--- config.mk ---
export PLATFORM = sky130hd
export DESIGN_NAME = gate_fault_status
export DESIGN_NICKNAME = d
export VERILOG_FILES = /design/src/rtl/gdfs_pkg.sv /design/src/rtl/fault_flags_if.sv /design/src/rtl/fault_sync.sv /design/src/rtl/fault_word_pack.sv /design/src/rtl/gate_fault_status.sv
export VERILOG_INCLUDE_DIRS = /design/src /design/src/rtl
export SDC_FILE = /design/constraint.sdc
export NUM_CORES = 1
export LEC_CHECK = 0
export BUFFER_PORTS_ARGS = -buffer_cell sky130_fd_sc_hd__buf_2
export CELL_PAD_IN_SITES_DETAIL_PLACEMENT = 1
export CELL_PAD_IN_SITES_GLOBAL_PLACEMENT = 1
export CORE_MARGIN = 2
export CORE_UTILIZATION = 35
export DETAILED_ROUTE_END_ITERATION = 8
export GPL_TIMING_DRIVEN = 0
export PLACE_DENSITY_LB_ADDON = 0.1
export SLEW_MARGIN = 15
export SYNTH_ARGS = -nofsm -noshare
export SYNTH_HDL_FRONTEND = slang
export SYNTH_SLANG_ARGS = --single-unit
--- constraint.sdc ---
create_clock -name clk_sys -period 1.61 [get_ports clk_sys]
set_clock_uncertainty 0.1 [all_clocks]
set_input_delay 0 -clock clk_sys [delete_from_list [all_inputs] [get_ports clk_sys]]
set_output_delay 0 -clock clk_sys [all_outputs]
set_load 0.03 [all_outputs]
--- src/rtl/gdfs_map.svh ---
// Purpose: Offsets, field positions and reset values of the gate fault status word.
// Assumes: Byte addressing on an 8-bit register port with 32-bit data.
// Notes:   Definitions only; included by its bare name.
`ifndef GDFS_MAP_SVH
`define GDFS_MAP_SVH

// ----------------------------------------------------------------------
// Register map
// ----------------------------------------------------------------------
`define GDFS_ADDR_W       8
`define GDFS_DATA_W       32
`define GDFS_STATUS_OFS   8'hE0
`define GDFS_STATUS_RST   32'h0000_0000
`define GDFS_RSVD_MASK    32'h2100_87FF

// ----------------------------------------------------------------------
// Field positions
// ----------------------------------------------------------------------
`define GDFS_B_SUMMARY    31
`define GDFS_B_BUCK       30
`define GDFS_B_ANY_OC     28
`define GDFS_B_POR_CLR    27
`define GDFS_B_OVERVOLT   26
`define GDFS_B_THERM_ANY  25
`define GDFS_B_THERM_WARN 23
`define GDFS_B_THERM_SHUT 22
`define GDFS_B_PH_HI      21
`define GDFS_B_PH_LO      16
`define GDFS_B_OTP        14
`define GDFS_B_BUCK_OC    13
`define GDFS_B_BUCK_LOW   12
`define GDFS_B_CP_UV      11

// ----------------------------------------------------------------------
// Synchroniser
// ----------------------------------------------------------------------
`define GDFS_SYNC_STAGES  2

`endif

--- src/rtl/gdfs_pkg.sv ---
// Purpose: Types shared by the gate fault status block.
// Assumes: Nothing beyond the map header.
// Notes:   Holds types only; numbers live in the map header.
`default_nettype none

package gdfs_pkg;

    // Detector levels, all active high (supply reset raw as detected).
    typedef struct packed {
        logic       buck_fault;
        logic       any_overcurrent;
        logic       supply_por_detect;
        logic       supply_overvoltage;
        logic       thermal_warning_flag;
        logic       thermal_shutdown;
        logic [5:0] phase_overcurrent;   // C hi, C lo, B hi, B lo, A hi, A lo.
        logic       otp_error;
        logic       buck_overcurrent;
        logic       buck_undervoltage;
        logic       charge_pump_low;
    } fault_flags_t;

    // Whole state of the top module.
    typedef struct packed {
        logic [31:0] status_word;        // Registered status word.
        logic [31:0] rdata;              // Read data, valid the cycle after a read.
        logic        driver_fault;       // Registered copy of the summary bit.
    } status_state_t;

endpackage : gdfs_pkg

`default_nettype wire

--- src/rtl/fault_flags_if.sv ---
// Purpose: Carries synchronised fault flags between the block's modules.
// Assumes: Single clock domain.
// Notes:   No clocking block; plain carrier.
`default_nettype none

interface fault_flags_if;
    gdfs_pkg::fault_flags_t flags;       // Synchronised detector levels.
    modport sender   (output flags);
    modport receiver (input  flags);
endinterface : fault_flags_if

`default_nettype wire

--- src/rtl/fault_sync.sv ---
// Purpose: Two-flop synchroniser for the detector inputs.
// Assumes: Synchronous active-high reset.
// Notes:   The first stage feeds only the second stage.
`default_nettype none

module fault_sync (
    input  wire logic                   clk_sys,
    input  wire logic                   sys_rst,
    input  wire gdfs_pkg::fault_flags_t raw,
    fault_flags_if.sender               sync_out
);

    gdfs_pkg::fault_flags_t meta;        // First stage, read only by the second.
    gdfs_pkg::fault_flags_t stable;      // Second stage, safe for logic.

    // Both stages clear on reset, then follow the pins.
    always_ff @(posedge clk_sys) begin
        if (sys_rst) begin
            meta   <= '0;
            stable <= '0;
        end else begin
            meta   <= raw;
            stable <= meta;
        end
    end

    assign sync_out.flags = stable;

endmodule : fault_sync

`default_nettype wire

--- src/rtl/fault_word_pack.sv ---
// Purpose: Packs synchronised flags into the 32-bit status word.
// Assumes: Flags are already in the clock domain.
// Notes:   Purely combinational; reserved bits stay zero.
`include "gdfs_map.svh"
`default_nettype none

module fault_word_pack (
    fault_flags_if.receiver   flags_in,
    output logic [31:0]       word
);

    // Builds the word from the detector levels.
    function automatic logic [31:0] build_word(input gdfs_pkg::fault_flags_t f);
        logic [31:0] w;
        logic        thermal_any_flag;
        logic        summary;
        w       = `GDFS_STATUS_RST;
        thermal_any_flag = f.thermal_warning_flag | f.thermal_shutdown;
        summary = f.buck_fault | f.any_overcurrent | f.supply_por_detect
                | f.supply_overvoltage | thermal_any_flag | (|f.phase_overcurrent)
                | f.otp_error | f.buck_overcurrent | f.buck_undervoltage
                | f.charge_pump_low;
        w[`GDFS_B_SUMMARY]                  = summary;
        w[`GDFS_B_BUCK]                     = f.buck_fault;
        w[`GDFS_B_ANY_OC]                   = f.any_overcurrent;
        w[`GDFS_B_POR_CLR]                  = ~f.supply_por_detect;
        w[`GDFS_B_OVERVOLT]                 = f.supply_overvoltage;
        w[`GDFS_B_THERM_ANY]                = thermal_any_flag;
        w[`GDFS_B_THERM_WARN]               = f.thermal_warning_flag;
        w[`GDFS_B_THERM_SHUT]               = f.thermal_shutdown;
        w[`GDFS_B_PH_HI:`GDFS_B_PH_LO]      = f.phase_overcurrent;
        w[`GDFS_B_OTP]                      = f.otp_error;
        w[`GDFS_B_BUCK_OC]                  = f.buck_overcurrent;
        w[`GDFS_B_BUCK_LOW]                 = f.buck_undervoltage;
        w[`GDFS_B_CP_UV]                    = f.charge_pump_low;
        build_word = w & ~`GDFS_RSVD_MASK;
    endfunction

    assign word = build_word(flags_in.flags);

endmodule : fault_word_pack

`default_nettype wire

--- src/rtl/gate_fault_status.sv ---
// Purpose: Read-only gate driver fault status word on a plain register port.
// Assumes: Detector inputs are asynchronous levels; one 50 MHz clock.
// Notes:   Read data appear the cycle after the read strobe, only then.
`include "gdfs_map.svh"
`default_nettype none

module gate_fault_status (
    // ------------------------------------------------------------------
    // Clock and reset.
    // ------------------------------------------------------------------
    input  wire logic        clk_sys,
    input  wire logic        sys_rst,

    // ------------------------------------------------------------------
    // Register port.
    // ------------------------------------------------------------------
    input  wire logic [7:0]  reg_addr,
    input  wire logic [31:0] reg_wdata,
    input  wire logic        reg_wr,
    input  wire logic        reg_rd,
    output logic [31:0]      reg_rdata,

    // ------------------------------------------------------------------
    // Fault detector levels, active high, asynchronous.
    // ------------------------------------------------------------------
    input  wire logic        buck_fault,
    input  wire logic        any_overcurrent,
    input  wire logic        supply_por_detect,
    input  wire logic        supply_overvoltage,
    input  wire logic        thermal_warning_flag,
    input  wire logic        thermal_shutdown,
    input  wire logic        phase_c_high_overcurrent,
    input  wire logic        phase_c_low_overcurrent,
    input  wire logic        phase_b_high_overcurrent,
    input  wire logic        phase_b_low_overcurrent,
    input  wire logic        phase_a_high_overcurrent,
    input  wire logic        phase_a_low_overcurrent,
    input  wire logic        otp_error,
    input  wire logic        buck_overcurrent,
    input  wire logic        buck_undervoltage,
    input  wire logic        charge_pump_low,

    // ------------------------------------------------------------------
    // Registered summary for use outside the register port.
    // ------------------------------------------------------------------
    output logic             driver_fault
);

    // ------------------------------------------------------------------
    // Detector gathering
    // ------------------------------------------------------------------

    // Raw detector levels gathered into one record.
    gdfs_pkg::fault_flags_t raw_flags;

    // Packed word computed from the synchronised flags.
    logic [31:0]            packed_word;

    // Write data are never stored; this keeps the port visibly consumed.
    logic                   write_seen;

    // The six switch flags go in the documented order, phase C first.
    always_comb begin
        raw_flags                      = '0;
        raw_flags.buck_fault           = buck_fault;
        raw_flags.any_overcurrent      = any_overcurrent;
        raw_flags.supply_por_detect    = supply_por_detect;
        raw_flags.supply_overvoltage   = supply_overvoltage;
        raw_flags.thermal_warning_flag = thermal_warning_flag;
        raw_flags.thermal_shutdown     = thermal_shutdown;
        raw_flags.phase_overcurrent    = {phase_c_high_overcurrent,
                                          phase_c_low_overcurrent,
                                          phase_b_high_overcurrent,
                                          phase_b_low_overcurrent,
                                          phase_a_high_overcurrent,
                                          phase_a_low_overcurrent};
        raw_flags.otp_error            = otp_error;
        raw_flags.buck_overcurrent     = buck_overcurrent;
        raw_flags.buck_undervoltage    = buck_undervoltage;
        raw_flags.charge_pump_low      = charge_pump_low;
    end

    // ------------------------------------------------------------------
    // Synchronisation and packing
    // ------------------------------------------------------------------

    // Carrier between the synchroniser and the packer.
    fault_flags_if flags_bus ();

    // Two flops per detector before any logic looks at it.
    fault_sync u_sync (
        .clk_sys  (clk_sys),
        .sys_rst  (sys_rst),
        .raw      (raw_flags),
        .sync_out (flags_bus.sender)
    );

    // Places each flag at its bit and forms the summary.
    fault_word_pack u_pack (
        .flags_in (flags_bus.receiver),
        .word     (packed_word)
    );

    // ------------------------------------------------------------------
    // Address decode
    // ------------------------------------------------------------------

    // True when the address selects the status word.
    function automatic logic hits_status(input logic [7:0] addr);
        hits_status = (addr == `GDFS_STATUS_OFS);
    endfunction

    // ------------------------------------------------------------------
    // State
    // ------------------------------------------------------------------

    // Current and next state of the whole module.
    gdfs_pkg::status_state_t state;
    gdfs_pkg::status_state_t next_state;

    // Next-state logic: status sampled each clock, reads answered next cycle.
    always_comb begin
        next_state = state;

        next_state.status_word  = packed_word;

        // Summary bit held beside the word so both change together.
        next_state.driver_fault = packed_word[`GDFS_B_SUMMARY];

        // Read data stand for exactly one cycle after a read.
        if (reg_rd) begin
            // A hit returns the word; any other address reads zero.
            if (hits_status(reg_addr)) begin
                next_state.rdata = state.status_word;
            end else begin
                next_state.rdata = 32'h0000_0000;
            end
        end else begin
            // Outside the answer cycle the bus is held at zero.
            next_state.rdata = 32'h0000_0000;
        end
    end

    assign write_seen = reg_wr & hits_status(reg_addr) & (|reg_wdata);

    // Registers every part of the state on each edge.
    always_ff @(posedge clk_sys) begin
        if (sys_rst) begin
            state.status_word  <= `GDFS_STATUS_RST;
            state.rdata        <= 32'h0000_0000;
            state.driver_fault <= 1'b0;
        end else begin
            state <= next_state;
        end
    end

    // ------------------------------------------------------------------
    // Outputs
    // ------------------------------------------------------------------

    // Both outputs come straight from flops.
    assign reg_rdata    = state.rdata;
    assign driver_fault = state.driver_fault;

endmodule : gate_fault_status

`default_nettype wire

# After elaboration in Yosys (flattened, before gate mapping)
# Index checks and enable logic that the tools add are counted.
# word_totals
elab_cells	42
reg_bits	97
in_bits	60
output_inout_bits	33
# classes
n_eq_ne	1
n_reduce_logical	2
bitwise	13
# op_table
cell	count
OR 1 bit	10
equality test 8 bit, second input constant	1
OR reduction 6 bit	1
NOT 1 bit	3
OR reduction 3 bit	1

# Depth between registers and ports, before layout
# Gate-level depths: netlist (run 1).
# depth
ltp_word	9
depth_mapped	4
depth_no_buf	2

# Modules after synthesis
# A second synthesis (run 1) with hierarchy kept.
# unflattened
hier_cells	313
hier_area_um2	3490.8
# by_module_without_submodules
mod	area_per_inst_um2	n_inst	seq_area_each_um2	cells_each
gate_fault_status	2364.8	1	1281.2	209
fault_sync	863.3	1	640.6	67
fault_word_pack	262.8	1	0.0	37

# Worst setup path before layout (run 1)
# No wires, ideal clock.
# synth_path
kind	input to register
start	input reg_addr[3]
end	register state (netlist bit reg_rdata[20])
stages	4
slack_ns	0.451
required_time_ns	1.422
arrival_time_ns	0.971
n_path_buf	2
setup_time_ns	0.088
cell_sequence	or4_4 -> buf_6 -> buf_12 -> nor4_2
# synth_via
elab_chain_cells	3
# synth_rtl
item	line	source
from (decl)	gate_fault_status.sv:17	input wire logic [7:0] reg_addr,
equality test 8 bit (no line)	n/a	
NOT 1 bit (no line)	n/a	
OR reduction 3 bit (no line)	n/a	
to (signal assigned)	gate_fault_status.sv:153	state <= next_state;
to (decl)	gate_fault_status.sv:118	gdfs_pkg::status_state_t state;
# No other way between the ends.
# A chain may end at the register's enable or synchronous reset.

# Worst setup path in the final report (run 1)
# layout_path
start	input reg_addr[3]
end	register state (netlist bit reg_rdata[23])
# Same word-level chain as after synthesis.

==> results.toml, run 1 <==
[die]
core_area_sq_um = 6310
dieWidth_um = 84.8
dieArea_sq_um = 7190
io_pins = 93
fp-row-count = 29
die_height_um = 84.8
initial_core_util_pct = 36.2

[placed_design]
hpwlAfterDp_um = 2520
portBuffers = 45
placed_area_sq_um = 2650
place_congestion = 0.667

[logic_synthesis]
yosysWarnings = 0
synth_compound_area_share_pct = 0.384
mappedNetlistArea_sq_um = 2280
yosys.area_share.simple_pct = 23.6
async_flop_share_pct = 0
syn_avg_cell_area_sq_um = 11.2
synth_seq_cells = 68
synthCells = 204
synth.area.mux_share_pct = 0
synth_edf_count = 0
synthAdderAreaFrac_pct = 0
synthXorXnorAreaFrac_pct = 0
synthFlopType = "dfxtp_1"
yosysSeqAreaShare_pct = 59.6
yosysUniqueCellTypes = 18
synth_top_family_by_area = "simple AND/OR/NAND/NOR gates"

[timing]
fin_setup_tns_ns = 0
tightest_slew_ns = 0.817
finalCritPeriodShare_pct = 96.9
slew_headroom_pct = 45.5
finalHoldViolCount = 0
finalMaxSlewViolations = 0
max_freq_mhz = 641
min_period_ns = 1.56
rsz0062_at_grt = "no"
setup_viol = 0

[critical_path]
cp_num_buf_inv = 4
start_kind = "primary input"
r2r_slack_ns = 0.55
required_ns = 1.74
cp_slowest_stage_delay_ns = 0.54
crit_chain = "dlygate4sd3_1 > buf_2 > or4_4 > buf_6 > buf_12 > nor4_4"
crit_fanout = 10
slowest_stage = "dlygate4sd3_1"
worst_setup_path_end_kind = "register"
worstSetupPathType = "primary input to register"
cp_top_family = "buffers and inverters"
arrival_ns = 1.69

[layout]
design_area_sq_um = 3080
utilization_pct = 48.9
n_antenna_cell = 0
nNetsFinal = 354
drive_above_1_share_pct = 35.8
synthToLayoutAreaGrowth_pct = 35.1
fill_cells = 734

[global_routing]
overflow = 0
grt_max_degree = 12
grt_use_total_pct = 10.9
grt_pass1_wl_um = 6150
antenna_found_initial = 0
grt_pass1_vias = 1441

[clocking]
cts_tree = "done"
cts-htree-levels = 3
clock-sinks = 68
cts_setup_buffers = 0
insertion_delay_ns = 0.32
cts_buffers = 9
path_clk_slew_ns = 0.07
cts-root-buf = "clkbuf_8"
cts.path.max_buffers = 2

[power_and_ir_drop]
p_sw_w = 0.000712
power_frac_clock_pct = 40.6
internal_power_w = 0.00265
seq_power_share_pct = 52.0
sw_frac_of_total_pct = 21.2
peakVddDrop_uv = 584
power.leakage_nw = 1.38
p_comb_share_pct = 7.4
powerDensity_nw_per_um2 = 1090

[routing]
wl_per_cell_um = 9.57
drtIter0Drc = 22
totalWireLength_um = 3600
viasPerCell = 3.82
drc = 0
final_antenna_net_count = 0
dr_total_vias = 1438
dr.pass1.iters = 3

[run]
maxCapViolCount = 0

[run_status]
outcome = "completed"

[hold_path]
hp-class = "primary input to register"
flip-flops by register name, summed over array words and instances, names as in the netlist:
name	cells
reg_rdata	18
u_sync.sync_out.flags	16
state	18
u_sync.meta	16
path summary, 6_finish.rpt:
| kind | from | end | depth (start not counted) |
|---|---|---|---|
| max | reg_addr[3] | reg_rdata[23] | 6 |
| min | reg_addr[4] | reg_rdata[14] | 3 |
| max reg2reg | u_sync.sync_out.flags[10] | state[64] | 2 |
| min reg2reg | u_sync.sync_out.flags[13] | state[60] | 1 |
power by group through the flow:
stage,sequential (W),clock (W),combinational (W)
3_3_place_gp,0.00179,0,0.000208
3_5_place_dp,0.00179,0,0.000209
2_1_floorplan,0.00179,0,0.000154
5_1_grt,0.00176,0.00148,0.000276
6_report,0.00175,0.00136,0.000250
4_1_cts,0.00175,0.00142,0.000248
cells by family after synthesis:
| logic type | count (synthesis) |
|---|---|
| other | 1 |
| AND/OR/NAND/NOR | 74 |
| flip-flops | 68 |
| buffers and inverters | 60 |
| AO/OA/AOI/OAI | 1 |
worst min-delay path: cells and delay by family:
family / cells / cell delay (ns)
simple gates: 2 / 0.35
buf+inv: 1 / 0.07
cell type report:
class                   instances  area (sq um)  area share, %
flip-flops and latches         68          1360           44.1
clock inverters                 4          47.5           1.54
repair buffers                 66           435           14.1
multi-input cells              89           618           20.0
well taps                      77          96.3           3.12
inverters                      18          67.6           2.19
clock buffers                  12           155           5.03
plain buffers                  42           303           9.82
layout by cell type (no fill, tap or decap), drive strengths merged:
master and instances:
a41oi 1, dlygate4sd3 21, nand4b 1, nor2b 47, nor4 22, conb 14, bufinv 1, buf 80
clkinvlp 1, dfxtp 68, clkinv 2, clkbuf 19, or2 1, nor2 1, or4 1, nand2b 1
inv 18
stage by stage:
stage                     setup WS (ns)  power, W  hold slack (ns)  std cells
final                            0.0502   0.00336           0.0441        376
after global routing            0.00449   0.00352           0.0993        376
after CTS                        0.0722   0.00342           0.0339        376
after detailed placement          0.272   0.00200            0.114        339
after global placement            0.287   0.00200            0.114        339
after floorplan                   0.451   0.00194          -0.0215        217
synth_stat cells (7+ instances only):
library cell  instances  area share [%]
buf_4                32              11
dfxtp_1              68              60
nor4_2                9             4.9
clkbuf_1              7             1.2
nor2b_1              47              13
nor4_1               12             3.3
inv_1                18             3.0
metal layers:
metal | track usage, % | share of wire (%) | vias up
met5 | 0 | 0 | -
met4 | 6.06 | 1.3 | 0
met3 | 3.24 | 4.5 | 4
met2 | 19.5 | 51 | 41
met1 | 11.3 | 43 | 620
li1 | - | - | 773
repair_timing:
item	4_1_cts	5_1_grt
hold buffers	21	0
setup endpoints to repair	0	2
endpoints found under the hold margin	27	0
gates resized for setup	0	2
Note: power is estimated with default switching activity, not from simulation.
==> inputs of run 2 (changes only) <==
--- a/config.mk
+++ b/config.mk
@@ -9,11 +9,11 @@
 export BUFFER_PORTS_ARGS = -buffer_cell sky130_fd_sc_hd__buf_2
 export CELL_PAD_IN_SITES_DETAIL_PLACEMENT = 1
 export CELL_PAD_IN_SITES_GLOBAL_PLACEMENT = 1
-export CORE_MARGIN = 2
 export CORE_UTILIZATION = 35
 export DETAILED_ROUTE_END_ITERATION = 8
 export GPL_TIMING_DRIVEN = 0
 export PLACE_DENSITY_LB_ADDON = 0.1
+export RECOVER_POWER = 100
 export SLEW_MARGIN = 15
 export SYNTH_ARGS = -nofsm -noshare
 export SYNTH_HDL_FRONTEND = slang
==> run 2 against run 1 <==
Net effect: global-route usage up 1.8 points; count of clock-buffer cells in the layout unchanged; cell count unchanged; sequential cell count unchanged.
==> results.toml, run 2 (same netlist as run 1, synthesis figures left out) <==
[power_and_ir_drop]
internal_power_w = 0.00285
seq_power_share_pct = 48.9
powerDensity_nw_per_um2 = 1150
sw_frac_of_total_pct = 20.3
power_frac_clock_pct = 44.0
peakVddDrop_uv = 779
p_comb_share_pct = 7.1
p_sw_w = 0.000725
power.leakage_nw = 1.33

[routing]
final_antenna_net_count = 0
drc = 0
drtIter0Drc = 29
wl_per_cell_um = 9.84
dr.pass1.iters = 4
dr_total_vias = 1473
viasPerCell = 3.92
totalWireLength_um = 3700

[hold_path]
whs_path_depth = 3
hp-class = "primary input to register"
holdCritStartpoint = "reg_addr[4]"
hold_end = "reg_rdata[11]"

[die]
die_height_um = 82.8
io_pins = 93
dieArea_sq_um = 6850
dieWidth_um = 82.8
initial_core_util_pct = 36.2
fp-row-count = 29
core_area_sq_um = 6310

[critical_path]
arrival_ns = 1.70
start_kind = "primary input"
cp_slowest_stage_delay_ns = 0.55
worst_setup_path_end_kind = "register"
reg2reg_from = "u_sync.sync_out.flags[10]"
crit_fanout = 10
slowest_stage = "dlygate4sd3_1"
cp_num_buf_inv = 4
cp_top_family = "buffers and inverters"
worstSetupPathType = "primary input to register"
required_ns = 1.75
crit_chain = "dlygate4sd3_1 > buf_2 > or4_4 > buf_6 > buf_12 > nor4_4"
r2r_slack_ns = 0.56
worstReg2RegEnd = "state[64]"
reg2regPathDepth = 2

[placed_design]
portBuffers = 45
place_congestion = 0.678
hpwlAfterDp_um = 2490
placed_area_sq_um = 2650
placedCellCount = 339

[run]
maxCapViolCount = 0

[clocking]
cts_setup_buffers = 0
cts.path.max_buffers = 2
insertion_delay_ns = 0.33
clock-sinks = 68
path_clk_slew_ns = 0.07
cts_buffers = 9
cts-root-buf = "clkbuf_8"
cts_tree = "done"
cts-htree-levels = 3

[layout]
n_antenna_cell = 0
drive_above_1_share_pct = 29.8
layout.cells.non_filler = 376
synthToLayoutAreaGrowth_pct = 35.9
mostFrequentLayoutCells = "dfxtp_1, nor2b_1, buf_4"
layout_commonest_cell = "dfxtp_1"
design_area_sq_um = 3100
nNetsFinal = 354

[timing]
finalMaxSlewViolations = 0
max_freq_mhz = 639
min_period_ns = 1.56
finalCritPeriodShare_pct = 97.1
finalHoldViolCount = 0
rsz0062_at_grt = "yes"
fin_setup_tns_ns = 0
tightest_slew_ns = 0.864
slew_headroom_pct = 42.4
setup_viol = 0

[global_routing]
grt_max_degree = 12
grt_pass1_vias = 1348
grt_pass1_wl_um = 6200
overflow = 0
grt_use_total_pct = 12.7
antenna_found_initial = 0

[run_status]
outcome = "completed"
-- run 2: changes by cell type in the layout (fill, tap and decap cells not counted), sizes merged --
cell | previous run | this run
bufinv | 1 | 2
buf | 80 | 60
clkbuf | 19 | 39
clkinvlp | 1 | 0
-- run 2: repair_timing --
item,4_1_cts,5_1_grt
setup endpoints to repair,0,3
hold buffers,21,0
endpoints found under the hold margin,27,0
gates resized for setup,0,4
-- run 2: area by class of cell --
type	count	area (sq um)
sequential	68	1360
inverter	18	67.6
multi-input combinational	89	627
clock inverter	4	70.1
tap	77	96.3
fill	756	3210
buffer	42	305
clock buffer	12	165
timing repair buffer	66	412
-- run 2: how the worst max path moves through the flow --
| stage | from | slack, ns | end | depth (start not counted) |
|---|---|---|---|---|
| 3_5_place_dp | reg_addr[3] | 0.29 | reg_rdata[27] | 5 |
| 3_3_place_gp | reg_addr[3] | 0.28 | reg_rdata[27] | 5 |
| 4_1_cts | reg_addr[3] | 0.1 | reg_rdata[19] | 6 |
| 5_1_grt | reg_addr[3] | -0.008 | reg_rdata[19] | 6 |
| 6_report | reg_addr[3] | 0.05 | reg_rdata[19] | 6 |
| 2_1_floorplan | reg_addr[3] | 0.45 | reg_rdata[20] | 4 |
-- run 2: power groups by stage --
stage	combinational (W)	sequential [W]	clock [W]
6_report	0.000254	0.00175	0.00157
5_1_grt	0.000283	0.00175	0.00170
4_1_cts	0.000249	0.00175	0.00162
3_5_place_dp	0.000210	0.00179	0
3_3_place_gp	0.000207	0.00179	0
2_1_floorplan	0.000154	0.00179	0
-- run 2: per-layer routing --
metal | vias up | share of wire [%] | track usage, %
met5 | - | 0 | 0
met4 | 0 | 2.0 | 6.90
met3 | 5 | 4.5 | 4.92
met2 | 40 | 51 | 20.9
met1 | 654 | 42 | 14.1
li1 | 774 | - | -
-- run 2: through the flow --
| stage | setup WS (ns) | power, W | util (%) | hold slack (ns) |
|---|---|---|---|---|
| floorplan | 0.451 | 0.00194 | - | -0.0215 |
| global placement | 0.279 | 0.00200 | 42.0 | 0.115 |
| detailed placement | 0.286 | 0.00200 | 42.0 | 0.115 |
| CTS | 0.0968 | 0.00362 | 49.1 | 0.0297 |
| global route | -0.00781 | 0.00374 | 49.2 | 0.0665 |
| finish | 0.0463 | 0.00358 | 49.2 | 0.0447 |
-- run 2: worst reg2reg max path, stage by stage, from the launching register on --
cell and delay [ns]:
dfxtp_1 0.31, nor4_1 0.34, a41oi_1 0.17
